--- config.mk ---
export PLATFORM = sky130hd
export DESIGN_NAME = draw_engine_coord_status_regs
export DESIGN_NICKNAME = d
export VERILOG_FILES = /design/src/core/draw_regs_pkg.sv /design/src/core/sample_hold.sv /design/src/core/draw_engine_coord_status_regs.sv
export SDC_FILE = /design/constraint.sdc
export NUM_CORES = 1
export LEC_CHECK = 0
export BUFFER_PORTS_ARGS = -buffer_cell sky130_fd_sc_hd__buf_2
export CAP_MARGIN = 20
export CORE_AREA = 10 10 266 268
export DETAILED_ROUTE_END_ITERATION = 12
export DIE_AREA = 0 0 276 278
export HOLD_SLACK_MARGIN = 0.06
export PLACE_DENSITY_LB_ADDON = 0.05
export SLEW_MARGIN = 10
export SYNTH_ARGS = -nofsm -noshare
export SYNTH_HDL_FRONTEND = slang
export SYNTH_HIERARCHICAL = 1
export SYNTH_SLANG_ARGS = --single-unit
--- constraint.sdc ---
create_clock -name clk -period 5.8 [get_ports clk]
set_input_delay 0.87 -clock clk [delete_from_list [all_inputs] [get_ports clk]]
set_output_delay 0.87 -clock clk [all_outputs]
set_load 0.05 [all_outputs]
--- src/core/draw_regs_pkg.sv ---
// Package with register map, field layout, carriers and helpers for the draw register group.
// Overview of operation
// - Funnel count counts down once per vector pixel; host zeroes it for 3D vectors.
// - Pattern x offset stays 0 to 7 with bit 3 zero; blits may overwrite fields.
// - Blit funnel offset is a signed six-bit offset added to the funnel count.
// - Source words feed drawing; funnel count picks the style bit for styled vectors with replace or raster attribute.
// - Pick pending sets on pick event; only its clear or resets remove it.
// - Sync status bit follows the vertical sync signal directly.
// - Sync pending follows display flag; cleared by its clear or hard reset only.
// - Line pending sets when line count matches; clear, soft or hard reset clear it.
// - External pending shows the external interrupt pin level, also after hard reset.
// - Busy stays high while queue not empty, engine working or memory access open.
// - Reserved status bits read zero; host writes zeros there.
// - Status value is captured at read start and held for the whole read.
// - Line counter register reads the 12-bit count; writes do nothing.
// - Destination x holds the running signed x; ends at last vector pixel.
// - Blits load x from fill edges; depthless traps load max of fill and clip left.
// - Vector finish write sign-extends end x and y into accumulators zero and two.
// - Vector begin write loads x, accumulators five and six, y, and clears line select.
// - Bottom bound compares with destination y; rows beyond it are outside.
package draw_regs_pkg;

  localparam int ADDR_W = 16;
  localparam int DATA_W = 32;

  // Byte offsets of the registers inside the aperture.
  localparam logic [15:0] OFF_SOURCE_WORD_0 = 16'h1c30;
  localparam logic [15:0] OFF_SOURCE_WORD_1 = 16'h1c34;
  localparam logic [15:0] OFF_SOURCE_WORD_2 = 16'h1c38;
  localparam logic [15:0] OFF_SOURCE_WORD_3 = 16'h1c3c;
  localparam logic [15:0] OFF_VECTOR_BEGIN_ALIAS = 16'h1c40;
  localparam logic [15:0] OFF_VECTOR_FINISH_ALIAS = 16'h1c44;
  localparam logic [15:0] OFF_SHIFTER_PATTERN_CONTROL = 16'h1c50;
  localparam logic [15:0] OFF_CLIP_BOTTOM = 16'h1c9c;
  localparam logic [15:0] OFF_DESTINATION_X = 16'h1cb0;
  localparam logic [15:0] OFF_ENGINE_STATE = 16'h1e14;
  localparam logic [15:0] OFF_RASTER_LINE_COUNTER = 16'h1e20;

  // Byte enables of a full dword access.
  localparam logic [3:0] BE_DWORD = 4'hf;

  // Status bit positions.
  localparam int ST_PICK = 2;
  localparam int ST_VSYNC_LEVEL = 3;
  localparam int ST_VSYNC_PEND = 4;
  localparam int ST_LINE_PEND = 5;
  localparam int ST_EXT_PEND = 6;
  localparam int ST_BUSY = 16;

  // Shifter control fields.
  localparam int SH_CNT_LSB = 0;
  localparam int SH_XOFF_LSB = 0;
  localparam int SH_YOFF_LSB = 4;
  localparam int SH_LEN_LSB = 16;

  // Reset values of held state.
  localparam logic [31:0] RST_WORD = 32'h0000_0000;
  localparam logic [6:0] RST_COUNT = 7'h00;

  // Engine side requests and state seen by the register group.
  typedef struct packed {
    logic vector_step;       // One vector pixel advanced.
    logic styled_vector;     // Current vector uses a line style.
    logic replace_attr;      // Replace attribute active.
    logic raster_op_attr;    // Raster attribute active.
    logic blit_shift_load;   // Engine rewrites shifter fields.
    logic [6:0] blit_funcnt; // New funnel count.
    logic [3:0] blit_xoff;   // New pattern x offset.
    logic [2:0] blit_yoff;   // New pattern y offset.
    logic destx_load_blit; // Load x from a fill edge.
    logic destx_load_trap; // Load x for a depthless trapezoid.
    logic scan_left;         // Blit scans right to left.
    logic [15:0] fill_left;  // Fill left edge.
    logic [15:0] fill_right; // Fill right edge.
    logic [15:0] clip_left;  // Clip left edge.
    logic destx_step; // Engine updates running x.
    logic [15:0] destx_value; // Updated running x.
    logic queue_empty;       // Command queue empty.
    logic engine_active;     // Drawing command in progress.
    logic mem_active;        // Memory access outstanding.
  } engine_ctl_t;

  // Values the register group drives toward the engine.
  typedef struct packed {
    logic [127:0] source_data;
    logic [6:0] funnel_count;
    logic [6:0] funnel_count_eff;
    logic [3:0] pattern_xoff;
    logic [2:0] pattern_yoff;
    logic [6:0] style_len;
    logic style_bit;
    logic [15:0] dest_x;
    logic [22:0] dest_y;
    logic [2:0] sel_line;
    logic [17:0] accumulator_zero;
    logic [17:0] accumulator_two;
    logic [17:0] accumulator_five;
    logic [17:0] accumulator_six;
    logic [23:0] clip_bottom_bound;
    logic outside_bottom;
  } coord_out_t;

  // Sign-extends a 16-bit coordinate to accumulator width.
  function automatic logic [17:0] sext18(input logic [15:0] v);
    sext18 = {{2{v[15]}}, v};
  endfunction

  // Sign-extends a 16-bit coordinate to destination y width.
  function automatic logic [22:0] sext23(input logic [15:0] v);
    sext23 = {{7{v[15]}}, v};
  endfunction

endpackage

--- src/core/sample_hold.sv ---
// Sample and hold register that freezes a read word for one bus access.
`timescale 1ns/10ps
module sample_hold #(
  parameter int WIDTH = 32
) (
  input wire logic clk,               // System clock.
  input wire logic resetn,            // Synchronous reset, active low.
  input wire logic capture,           // Take a new sample this cycle.
  input wire logic [WIDTH-1:0] d,     // Live value.
  output logic [WIDTH-1:0] q          // Held value.
);

  logic [WIDTH-1:0] hold_reg;
  logic [WIDTH-1:0] hold_next;

  // The sample changes only on capture, so a read never sees a moving value.
  always_comb
  begin
    hold_next = hold_reg;
    if (capture)
    begin
      hold_next = d;
    end
  end

  // Registers the held value.
  always_ff @(posedge clk)
  begin
    if (!resetn)
    begin
      hold_reg <= '0;
    end
    else
    begin
      hold_reg <= hold_next;
    end
  end

  assign q = hold_reg;

endmodule

--- src/core/draw_engine_coord_status_regs.sv ---
// Drawing engine coordinate, shifter, source and status register group.
`timescale 1ns/10ps
module draw_engine_coord_status_regs (
  input wire logic clk,                              // System clock, 125 MHz.
  input wire logic resetn,                           // Hard reset, synchronous, active low.
  input wire logic soft_reset,                       // Soft reset level.
  input wire logic bus_req,                          // Access request, held until acknowledged.
  input wire logic bus_we,                           // High for write.
  input wire logic [15:0] bus_addr,                  // Byte address.
  input wire logic [3:0] bus_be,                     // Byte enables.
  input wire logic [31:0] bus_wdata,                 // Write data.
  output logic [31:0] bus_rdata,                     // Held read data.
  output logic bus_ack,                              // Access done, one cycle.
  input wire draw_regs_pkg::engine_ctl_t ctl,        // Engine requests and state.
  output draw_regs_pkg::coord_out_t coord,           // Values toward the engine.
  input wire logic pick_event,                       // Pick interrupt pulse.
  input wire logic pick_iclr,                        // Pick pending clear pulse.
  input wire logic vsync_level,                      // Vertical sync level.
  input wire logic vsync_event,                      // Display sync interrupt pulse.
  input wire logic vsync_iclr,                       // Sync pending clear pulse.
  input wire logic [11:0] line_count,                // Current vertical line.
  input wire logic [11:0] line_irq_count,            // Programmed interrupt line.
  input wire logic line_iclr,                        // Line pending clear pulse.
  input wire logic external_irq_pin_n                // External interrupt, active low.
);

  logic [127:0] source_reg;
  logic [127:0] source_next;
  logic [6:0] funcnt_reg;
  logic [6:0] funcnt_next;
  logic [3:0] xoff_reg;
  logic [3:0] xoff_next;
  logic [2:0] yoff_reg;
  logic [2:0] yoff_next;
  logic [6:0] len_reg;
  logic [6:0] len_next;
  logic style_reg;
  logic style_next;
  logic [15:0] destx_reg;
  logic [15:0] destx_next;
  logic [22:0] ydst_reg;
  logic [22:0] ydst_next;
  logic [2:0] sellin_reg;
  logic [2:0] sellin_next;
  logic [17:0] acc0_reg;
  logic [17:0] acc0_next;
  logic [17:0] acc2_reg;
  logic [17:0] acc2_next;
  logic [17:0] acc5_reg;
  logic [17:0] acc5_next;
  logic [17:0] acc6_reg;
  logic [17:0] acc6_next;
  logic [23:0] cybot_reg;
  logic [23:0] cybot_next;
  logic outside_reg;
  logic outside_next;
  logic pick_reg;
  logic pick_next;
  logic vsyncpen_reg;
  logic vsyncpen_next;
  logic linepen_reg;
  logic linepen_next;
  logic match_reg;
  logic match_next;
  logic ack_reg;
  logic ack_next;
  logic wr;
  logic rd;
  logic busy;
  logic line_match;
  logic [15:0] trap_x;
  logic [31:0] status_word;
  logic [31:0] read_word;
  logic [6:0] funoff_ext;

  // A request still standing in its acknowledge cycle is taken once; only dword writes land.
  assign wr = bus_req && !ack_reg && bus_we && (bus_be == draw_regs_pkg::BE_DWORD);
  assign rd = bus_req && !ack_reg && !bus_we;

  // Busy covers the queue, the engine and the memory controller.
  assign busy = !ctl.queue_empty || ctl.engine_active || ctl.mem_active;
  assign line_match = (line_count == line_irq_count);

  // Larger of fill left and clip left, both signed.
  assign trap_x = ($signed(ctl.fill_left) > $signed(ctl.clip_left)) ? ctl.fill_left
                                                                    : ctl.clip_left;

  // Funnel offset is the signed six-bit value in the low bits of the length field.
  assign funoff_ext = {len_reg[5], len_reg[5:0]};

  // Status word with reserved bits forced to zero.
  always_comb
  begin
    status_word = draw_regs_pkg::RST_WORD;
    status_word[draw_regs_pkg::ST_PICK] = pick_reg;
    status_word[draw_regs_pkg::ST_VSYNC_LEVEL] = vsync_level;
    status_word[draw_regs_pkg::ST_VSYNC_PEND] = vsyncpen_reg;
    status_word[draw_regs_pkg::ST_LINE_PEND] = linepen_reg;
    status_word[draw_regs_pkg::ST_EXT_PEND] = !external_irq_pin_n;
    status_word[draw_regs_pkg::ST_BUSY] = busy;
  end

  // Read decode; write-only and unmapped addresses read as zero.
  always_comb
  begin
    read_word = draw_regs_pkg::RST_WORD;
    if (bus_addr == draw_regs_pkg::OFF_ENGINE_STATE)
    begin
      read_word = status_word;
    end
    else if (bus_addr == draw_regs_pkg::OFF_RASTER_LINE_COUNTER)
    begin
      read_word = {20'h0_0000, line_count};
    end
  end

  // Captures the selected word when a read starts and holds it for the access.
  sample_hold #(
    .WIDTH(32)
  ) sample_hold_i (
    .clk(clk),
    .resetn(resetn),
    .capture(rd),
    .d(read_word),
    .q(bus_rdata)
  );

  // Interrupt pending flags; a set in the clear cycle wins.
  always_comb
  begin
    pick_next = pick_reg;
    vsyncpen_next = vsyncpen_reg;
    linepen_next = linepen_reg;
    match_next = line_match;
    if (pick_iclr || soft_reset)
    begin
      pick_next = 1'b0;
    end
    if (pick_event)
    begin
      pick_next = 1'b1;
    end
    if (vsync_iclr)
    begin
      vsyncpen_next = 1'b0;
    end
    if (vsync_event)
    begin
      vsyncpen_next = 1'b1;
    end
    if (line_iclr || soft_reset)
    begin
      linepen_next = 1'b0;
    end
    if (line_match && !match_reg)
    begin
      linepen_next = 1'b1;
    end
  end

  // Source words and shifter control.
  always_comb
  begin
    source_next = source_reg;
    funcnt_next = funcnt_reg;
    xoff_next = xoff_reg;
    yoff_next = yoff_reg;
    len_next = len_reg;
    if (wr && bus_addr == draw_regs_pkg::OFF_SOURCE_WORD_0)
    begin
      source_next[31:0] = bus_wdata;
    end
    else if (wr && bus_addr == draw_regs_pkg::OFF_SOURCE_WORD_1)
    begin
      source_next[63:32] = bus_wdata;
    end
    else if (wr && bus_addr == draw_regs_pkg::OFF_SOURCE_WORD_2)
    begin
      source_next[95:64] = bus_wdata;
    end
    else if (wr && bus_addr == draw_regs_pkg::OFF_SOURCE_WORD_3)
    begin
      source_next[127:96] = bus_wdata;
    end
    if (wr && bus_addr == draw_regs_pkg::OFF_SHIFTER_PATTERN_CONTROL)
    begin
      funcnt_next = bus_wdata[draw_regs_pkg::SH_CNT_LSB +: 7];
      xoff_next = {1'b0, bus_wdata[draw_regs_pkg::SH_XOFF_LSB +: 3]};
      yoff_next = bus_wdata[draw_regs_pkg::SH_YOFF_LSB +: 3];
      len_next = bus_wdata[draw_regs_pkg::SH_LEN_LSB +: 7];
    end
    else if (ctl.blit_shift_load)
    begin
      funcnt_next = ctl.blit_funcnt;
      xoff_next = {1'b0, ctl.blit_xoff[2:0]};
      yoff_next = ctl.blit_yoff;
    end
    else if (ctl.vector_step)
    begin
      // Counts down and wraps to the style length so the pattern repeats.
      if (funcnt_reg == draw_regs_pkg::RST_COUNT)
      begin
        funcnt_next = len_reg;
      end
      else
      begin
        funcnt_next = funcnt_reg - 7'h01;
      end
    end
    if (ctl.styled_vector && (ctl.replace_attr || ctl.raster_op_attr))
    begin
      style_next = source_next[funcnt_next];
    end
    else
    begin
      style_next = 1'b1;
    end
  end

  // Coordinates, accumulators and bottom clipping.
  always_comb
  begin
    destx_next = destx_reg;
    ydst_next = ydst_reg;
    sellin_next = sellin_reg;
    acc0_next = acc0_reg;
    acc2_next = acc2_reg;
    acc5_next = acc5_reg;
    acc6_next = acc6_reg;
    cybot_next = cybot_reg;
    if (wr && bus_addr == draw_regs_pkg::OFF_VECTOR_BEGIN_ALIAS)
    begin
      destx_next = bus_wdata[15:0];
      acc5_next = draw_regs_pkg::sext18(bus_wdata[15:0]);
      ydst_next = draw_regs_pkg::sext23(bus_wdata[31:16]);
      acc6_next = draw_regs_pkg::sext18(bus_wdata[31:16]);
      sellin_next = 3'h0;
    end
    else if (wr && bus_addr == draw_regs_pkg::OFF_VECTOR_FINISH_ALIAS)
    begin
      acc0_next = draw_regs_pkg::sext18(bus_wdata[15:0]);
      acc2_next = draw_regs_pkg::sext18(bus_wdata[31:16]);
    end
    else if (wr && bus_addr == draw_regs_pkg::OFF_CLIP_BOTTOM)
    begin
      cybot_next = bus_wdata[23:0];
    end
    else if (wr && bus_addr == draw_regs_pkg::OFF_DESTINATION_X)
    begin
      destx_next = bus_wdata[15:0];
    end
    else if (ctl.destx_load_blit)
    begin
      destx_next = ctl.scan_left ? ctl.fill_right : ctl.fill_left;
    end
    else if (ctl.destx_load_trap)
    begin
      destx_next = trap_x;
    end
    else if (ctl.destx_step)
    begin
      destx_next = ctl.destx_value;
    end
    // Negative rows are never beyond the bottom bound.
    outside_next = !ydst_next[22] && ({1'b0, ydst_next} > cybot_next);
  end

  // Acknowledge follows each taken request by one cycle.
  always_comb
  begin
    ack_next = bus_req && !ack_reg;
  end

  // Registers all state; soft reset clears only the pick and line pending flags.
  always_ff @(posedge clk)
  begin
    if (!resetn)
    begin
      source_reg <= '0;
      funcnt_reg <= draw_regs_pkg::RST_COUNT;
      xoff_reg <= 4'h0;
      yoff_reg <= 3'h0;
      len_reg <= draw_regs_pkg::RST_COUNT;
      style_reg <= 1'b1;
      destx_reg <= 16'h0000;
      ydst_reg <= '0;
      sellin_reg <= 3'h0;
      acc0_reg <= '0;
      acc2_reg <= '0;
      acc5_reg <= '0;
      acc6_reg <= '0;
      cybot_reg <= '0;
      outside_reg <= 1'b0;
      pick_reg <= 1'b0;
      vsyncpen_reg <= 1'b0;
      linepen_reg <= 1'b0;
      match_reg <= 1'b0;
      ack_reg <= 1'b0;
    end
    else
    begin
      source_reg <= source_next;
      funcnt_reg <= funcnt_next;
      xoff_reg <= xoff_next;
      yoff_reg <= yoff_next;
      len_reg <= len_next;
      style_reg <= style_next;
      destx_reg <= destx_next;
      ydst_reg <= ydst_next;
      sellin_reg <= sellin_next;
      acc0_reg <= acc0_next;
      acc2_reg <= acc2_next;
      acc5_reg <= acc5_next;
      acc6_reg <= acc6_next;
      cybot_reg <= cybot_next;
      outside_reg <= outside_next;
      pick_reg <= pick_next;
      vsyncpen_reg <= vsyncpen_next;
      linepen_reg <= linepen_next;
      match_reg <= match_next;
      ack_reg <= ack_next;
    end
  end

  // Drives the engine-facing carrier from registers.
  always_comb
  begin
    coord.source_data = source_reg;
    coord.funnel_count = funcnt_reg;
    coord.funnel_count_eff = funcnt_reg + funoff_ext;
    coord.pattern_xoff = xoff_reg;
    coord.pattern_yoff = yoff_reg;
    coord.style_len = len_reg;
    coord.style_bit = style_reg;
    coord.dest_x = destx_reg;
    coord.dest_y = ydst_reg;
    coord.sel_line = sellin_reg;
    coord.accumulator_zero = acc0_reg;
    coord.accumulator_two = acc2_reg;
    coord.accumulator_five = acc5_reg;
    coord.accumulator_six = acc6_reg;
    coord.clip_bottom_bound = cybot_reg;
    coord.outside_bottom = outside_reg;
  end

  assign bus_ack = ack_reg;
endmodule

==> summary.txt <==
Route
  • Wire length per cell: around 27 µm
  • Vias/cell: between 4 and 5
  • 1st-pass router iterations: 6
  • Final wirelength: ~90000 µm
  • DR iter-0 viols: about 1.3k
  • Via count: roughly 17k
  • Final ANT Viol Nets: 0
  • Drt drc: 0

Pwr
  • Clock Power Share: 46.7%
  • Total Power: ~5.7 mW
  • Sw Ratio: between 20 and 30%
  • Gate power share: between 10% and 20%
  • Pwr Density: between 200 and 300 nW/µm²
  • Maximum VDD drop: 0.0001851 V
  • Internal cell power: 4.009 mW
  • P_sw: about 1.7 mW
  • Lkg Pwr: approximately 9.4 nW
  • Flop pwr share: between 30% and 40%

Timing
  • Final min period: between 4000 and 5000 ps
  • Slew Limit Fails: 0
  • Final Skew: between 10 and 15 ps
  • Max Fclk: 0.2021 GHz
  • Post-Route Setup TNS: 0 ps
  • Final Hold Viols: 0
  • RSZ-0062 raised after global routing: false
  • Relative slew margins: 25.19%
  • Least-Margin Pin Slew: about 1100 ps
  • Period utilization: a little under nine tenths
  • Final setup vio count: 0
  • Fin Hold WS: 454.7 ps

Clock network
  • Clock transition at the registers of the reported paths: 50 ps
  • Clock sinks: about 310
  • Post-CTS setup buffers: 0
  • Worst-Skew Late Latency: roughly 570 ps
  • Clock Path Buffers: 3
  • Hold buffer count at CTS: 0
  • CTS tree: done
  • Root buf cell: clkbuf_16
  • Post-CTS sizing: 0
  • Num CTS Buffers: 42
  • H-Tree Depth: 2

GRT
  • Initial antenna violation count: 8
  • Total grt overflow: 0
  • Vias in the first global route: approximately 17k
  • First-pass GRT wire length: roughly 130000 µm
  • Largest net degree at the start of global routing: 150
  • Tot GR Track Use: about 22%

Cells and area
  • Finished Cell Area: around 21000 µm²
  • Post-route insts no fill: roughly 3.4k
  • Fill cells: approximately 7.1k
  • Final nets: ~2.7k
  • Largest register FFs: about 130
  • Multi-input logic area: approximately 9100 µm²
  • Most frequent cells in the layout: 548 x nand2_1, 501 x buf_2, 314 x dfxtp_1
  • Synthesis-to-finish area growth: 29.75%
  • Seq. cell area: approximately 6300 µm²
  • Share of cells above drive strength 1: a little over a quarter
  • Commonest non-fill, non-tap cell in the layout: nand2_1

Synth
  • Synth warn: 6
  • Avg Cell Area, Syn: about 7.9 µm²
  • Post-synth EDFFs: 0
  • Register area share after synthesis: 38.85%
  • Cell area after synthesis: between 15000 and 20000 µm²
  • Ys flop type: dfxtp_1
  • FF+latch count, synth: 314
  • Post-synth cell types: around 90
  • Ys async rst share: 0%
  • Post-synthesis cell count: around 2.0k

Flow run
  • Max-cap viol count: 0

Run status
  • Status: completed

Floorplan
  • Initial core utilization: 24.75%
  • Core Area: approximately 65000 µm²
  • Die area: approximately 77000 µm²
  • Chip Width: approximately 280 µm
  • Std cell rows: 94
  • IO Count: approximately 510
  • Chip height: 278 µm

Placed design
  • Inst Count DP: 3311
  • Port buffer count: approximately 500
  • Post-DP Area: approximately 20000 µm²
  • HPWL Detailed: between 60000 and 70000 µm
  • RD Place Congestion: 0.8629

Critical path
  • CP endpoint kind: register
  • Data required time at the worst endpoint: approximately 6200 ps
  • Element type at the critical path start: input pin
  • Worst path arrival time: around 5400 ps
  • CP Max Fanout: 6
  • Crit Path Category: in2reg

Hold path
  • Hold/Removal Path Class: reg2reg
## power groups by stage
| stage | clock network (mW) | logic (mW) | registers, mW |
|---|---|---|---|
| finish | 2.66 | 0.825 | 2.20 |
| detailed placement | 0 | 0.823 | 2.25 |
| global placement | 0 | 0.822 | 2.25 |
| global route | 2.81 | 0.873 | 2.21 |
| CTS | 2.74 | 0.825 | 2.20 |
| floorplan | 0 | 0.405 | 2.33 |
## per-layer routing
metal	vias to the layer above	track usage, %	routed length [µm]
met5	-	0	0
li1	7973	-	-
met2	653	37.12	42560
met1	8054	27.36	37680
met4	0	5.549	1828
met3	110	8.054	8424
## synthesized netlist by cell type, drive strengths merged, types with 10 or more instances
cell type / instances / area (µm²)
nand2: 548 / 2057
dfxtp: 314 / 6286
a21oi: 302 / 1515
mux2i: 141 / 1415
clkbuf: 131 / 491.7
nor2: 66 / 247.7
buf: 47 / 331.6
ha: 47 / 588.1
o21ai: 40 / 204.0
nand3: 36 / 185.2
inv: 35 / 131.4
nor2b: 35 / 219.0
nand4: 21 / 131.4
nor3b: 21 / 157.7
a21o: 19 / 142.6
nor3: 18 / 106.4
o221a: 16 / 180.2
a22oi: 15 / 112.6
and2: 15 / 93.84
nor4: 14 / 100.1
a211oi: 13 / 97.59
xnor2: 12 / 105.1
a32oi: 10 / 87.58
## through the flow
| stage | utilization, % | worst slack, ps |
|---|---|---|
| 5_1_grt | 32.11 | 735.8 |
| 6_report | 32.11 | 853.0 |
| 4_1_cts | 32.08 | 927.1 |
| 2_1_floorplan | - | 482.9 |
| 3_3_place_gp | 29.92 | 241.2 |
| 3_5_place_dp | 29.94 | 367.0 |
## path summary, 6_finish.rpt
kind / slack, ps / cells after the start / startpoint / endpoint
worst max-delay path: 850 / 17 / bus_addr[1] / outside_reg
worst min-delay path: 450 / 2 / acc5_reg[4] / acc5_reg[4]
worst max register to register: 1110 / 16 / bus_ack / outside_reg
worst min register to register: 450 / 2 / acc5_reg[4] / acc5_reg[4]
## area by class of cell
| type | instances | share of cell area (%) |
|---|---|---|
| diodes | 5 | 0.05959 |
| multi-input cells | 1539 | 43.41 |
| well taps | 864 | 5.149 |
| repair buffers | 560 | 14.13 |
| flip-flops and latches | 314 | 29.94 |
| inverters | 35 | 0.6615 |
| clock buffers | 64 | 6.168 |
| clock inverters | 10 | 0.4886 |
## worst max-delay path, stage by stage
cell       delay (ps)
buf_2             100
or3_1             390
or4_1             550
or3_1             480
nor2_4            290
buf_4             250
mux2i_1           270
ha_1              280
a21o_1            160
a21o_1            170
a21o_1            170
a21o_1            170
a21o_1            210
a221oi_1          350
o21ai_0           140
a2111oi_0         420
nor3_1             80
## cell families after synthesis
| logic type | share of synthesized area [%] |
|---|---|
| flops | 38.85 |
| mux | 9.650 |
| compound gates | 18.31 |
| simple gates | 22.54 |
| fa+ha+maj | 3.758 |
| xor+xnor | 0.9742 |
| other cells | 0.02317 |
| buf+inv | 5.900 |
Power figures use the tool's default switching activity.
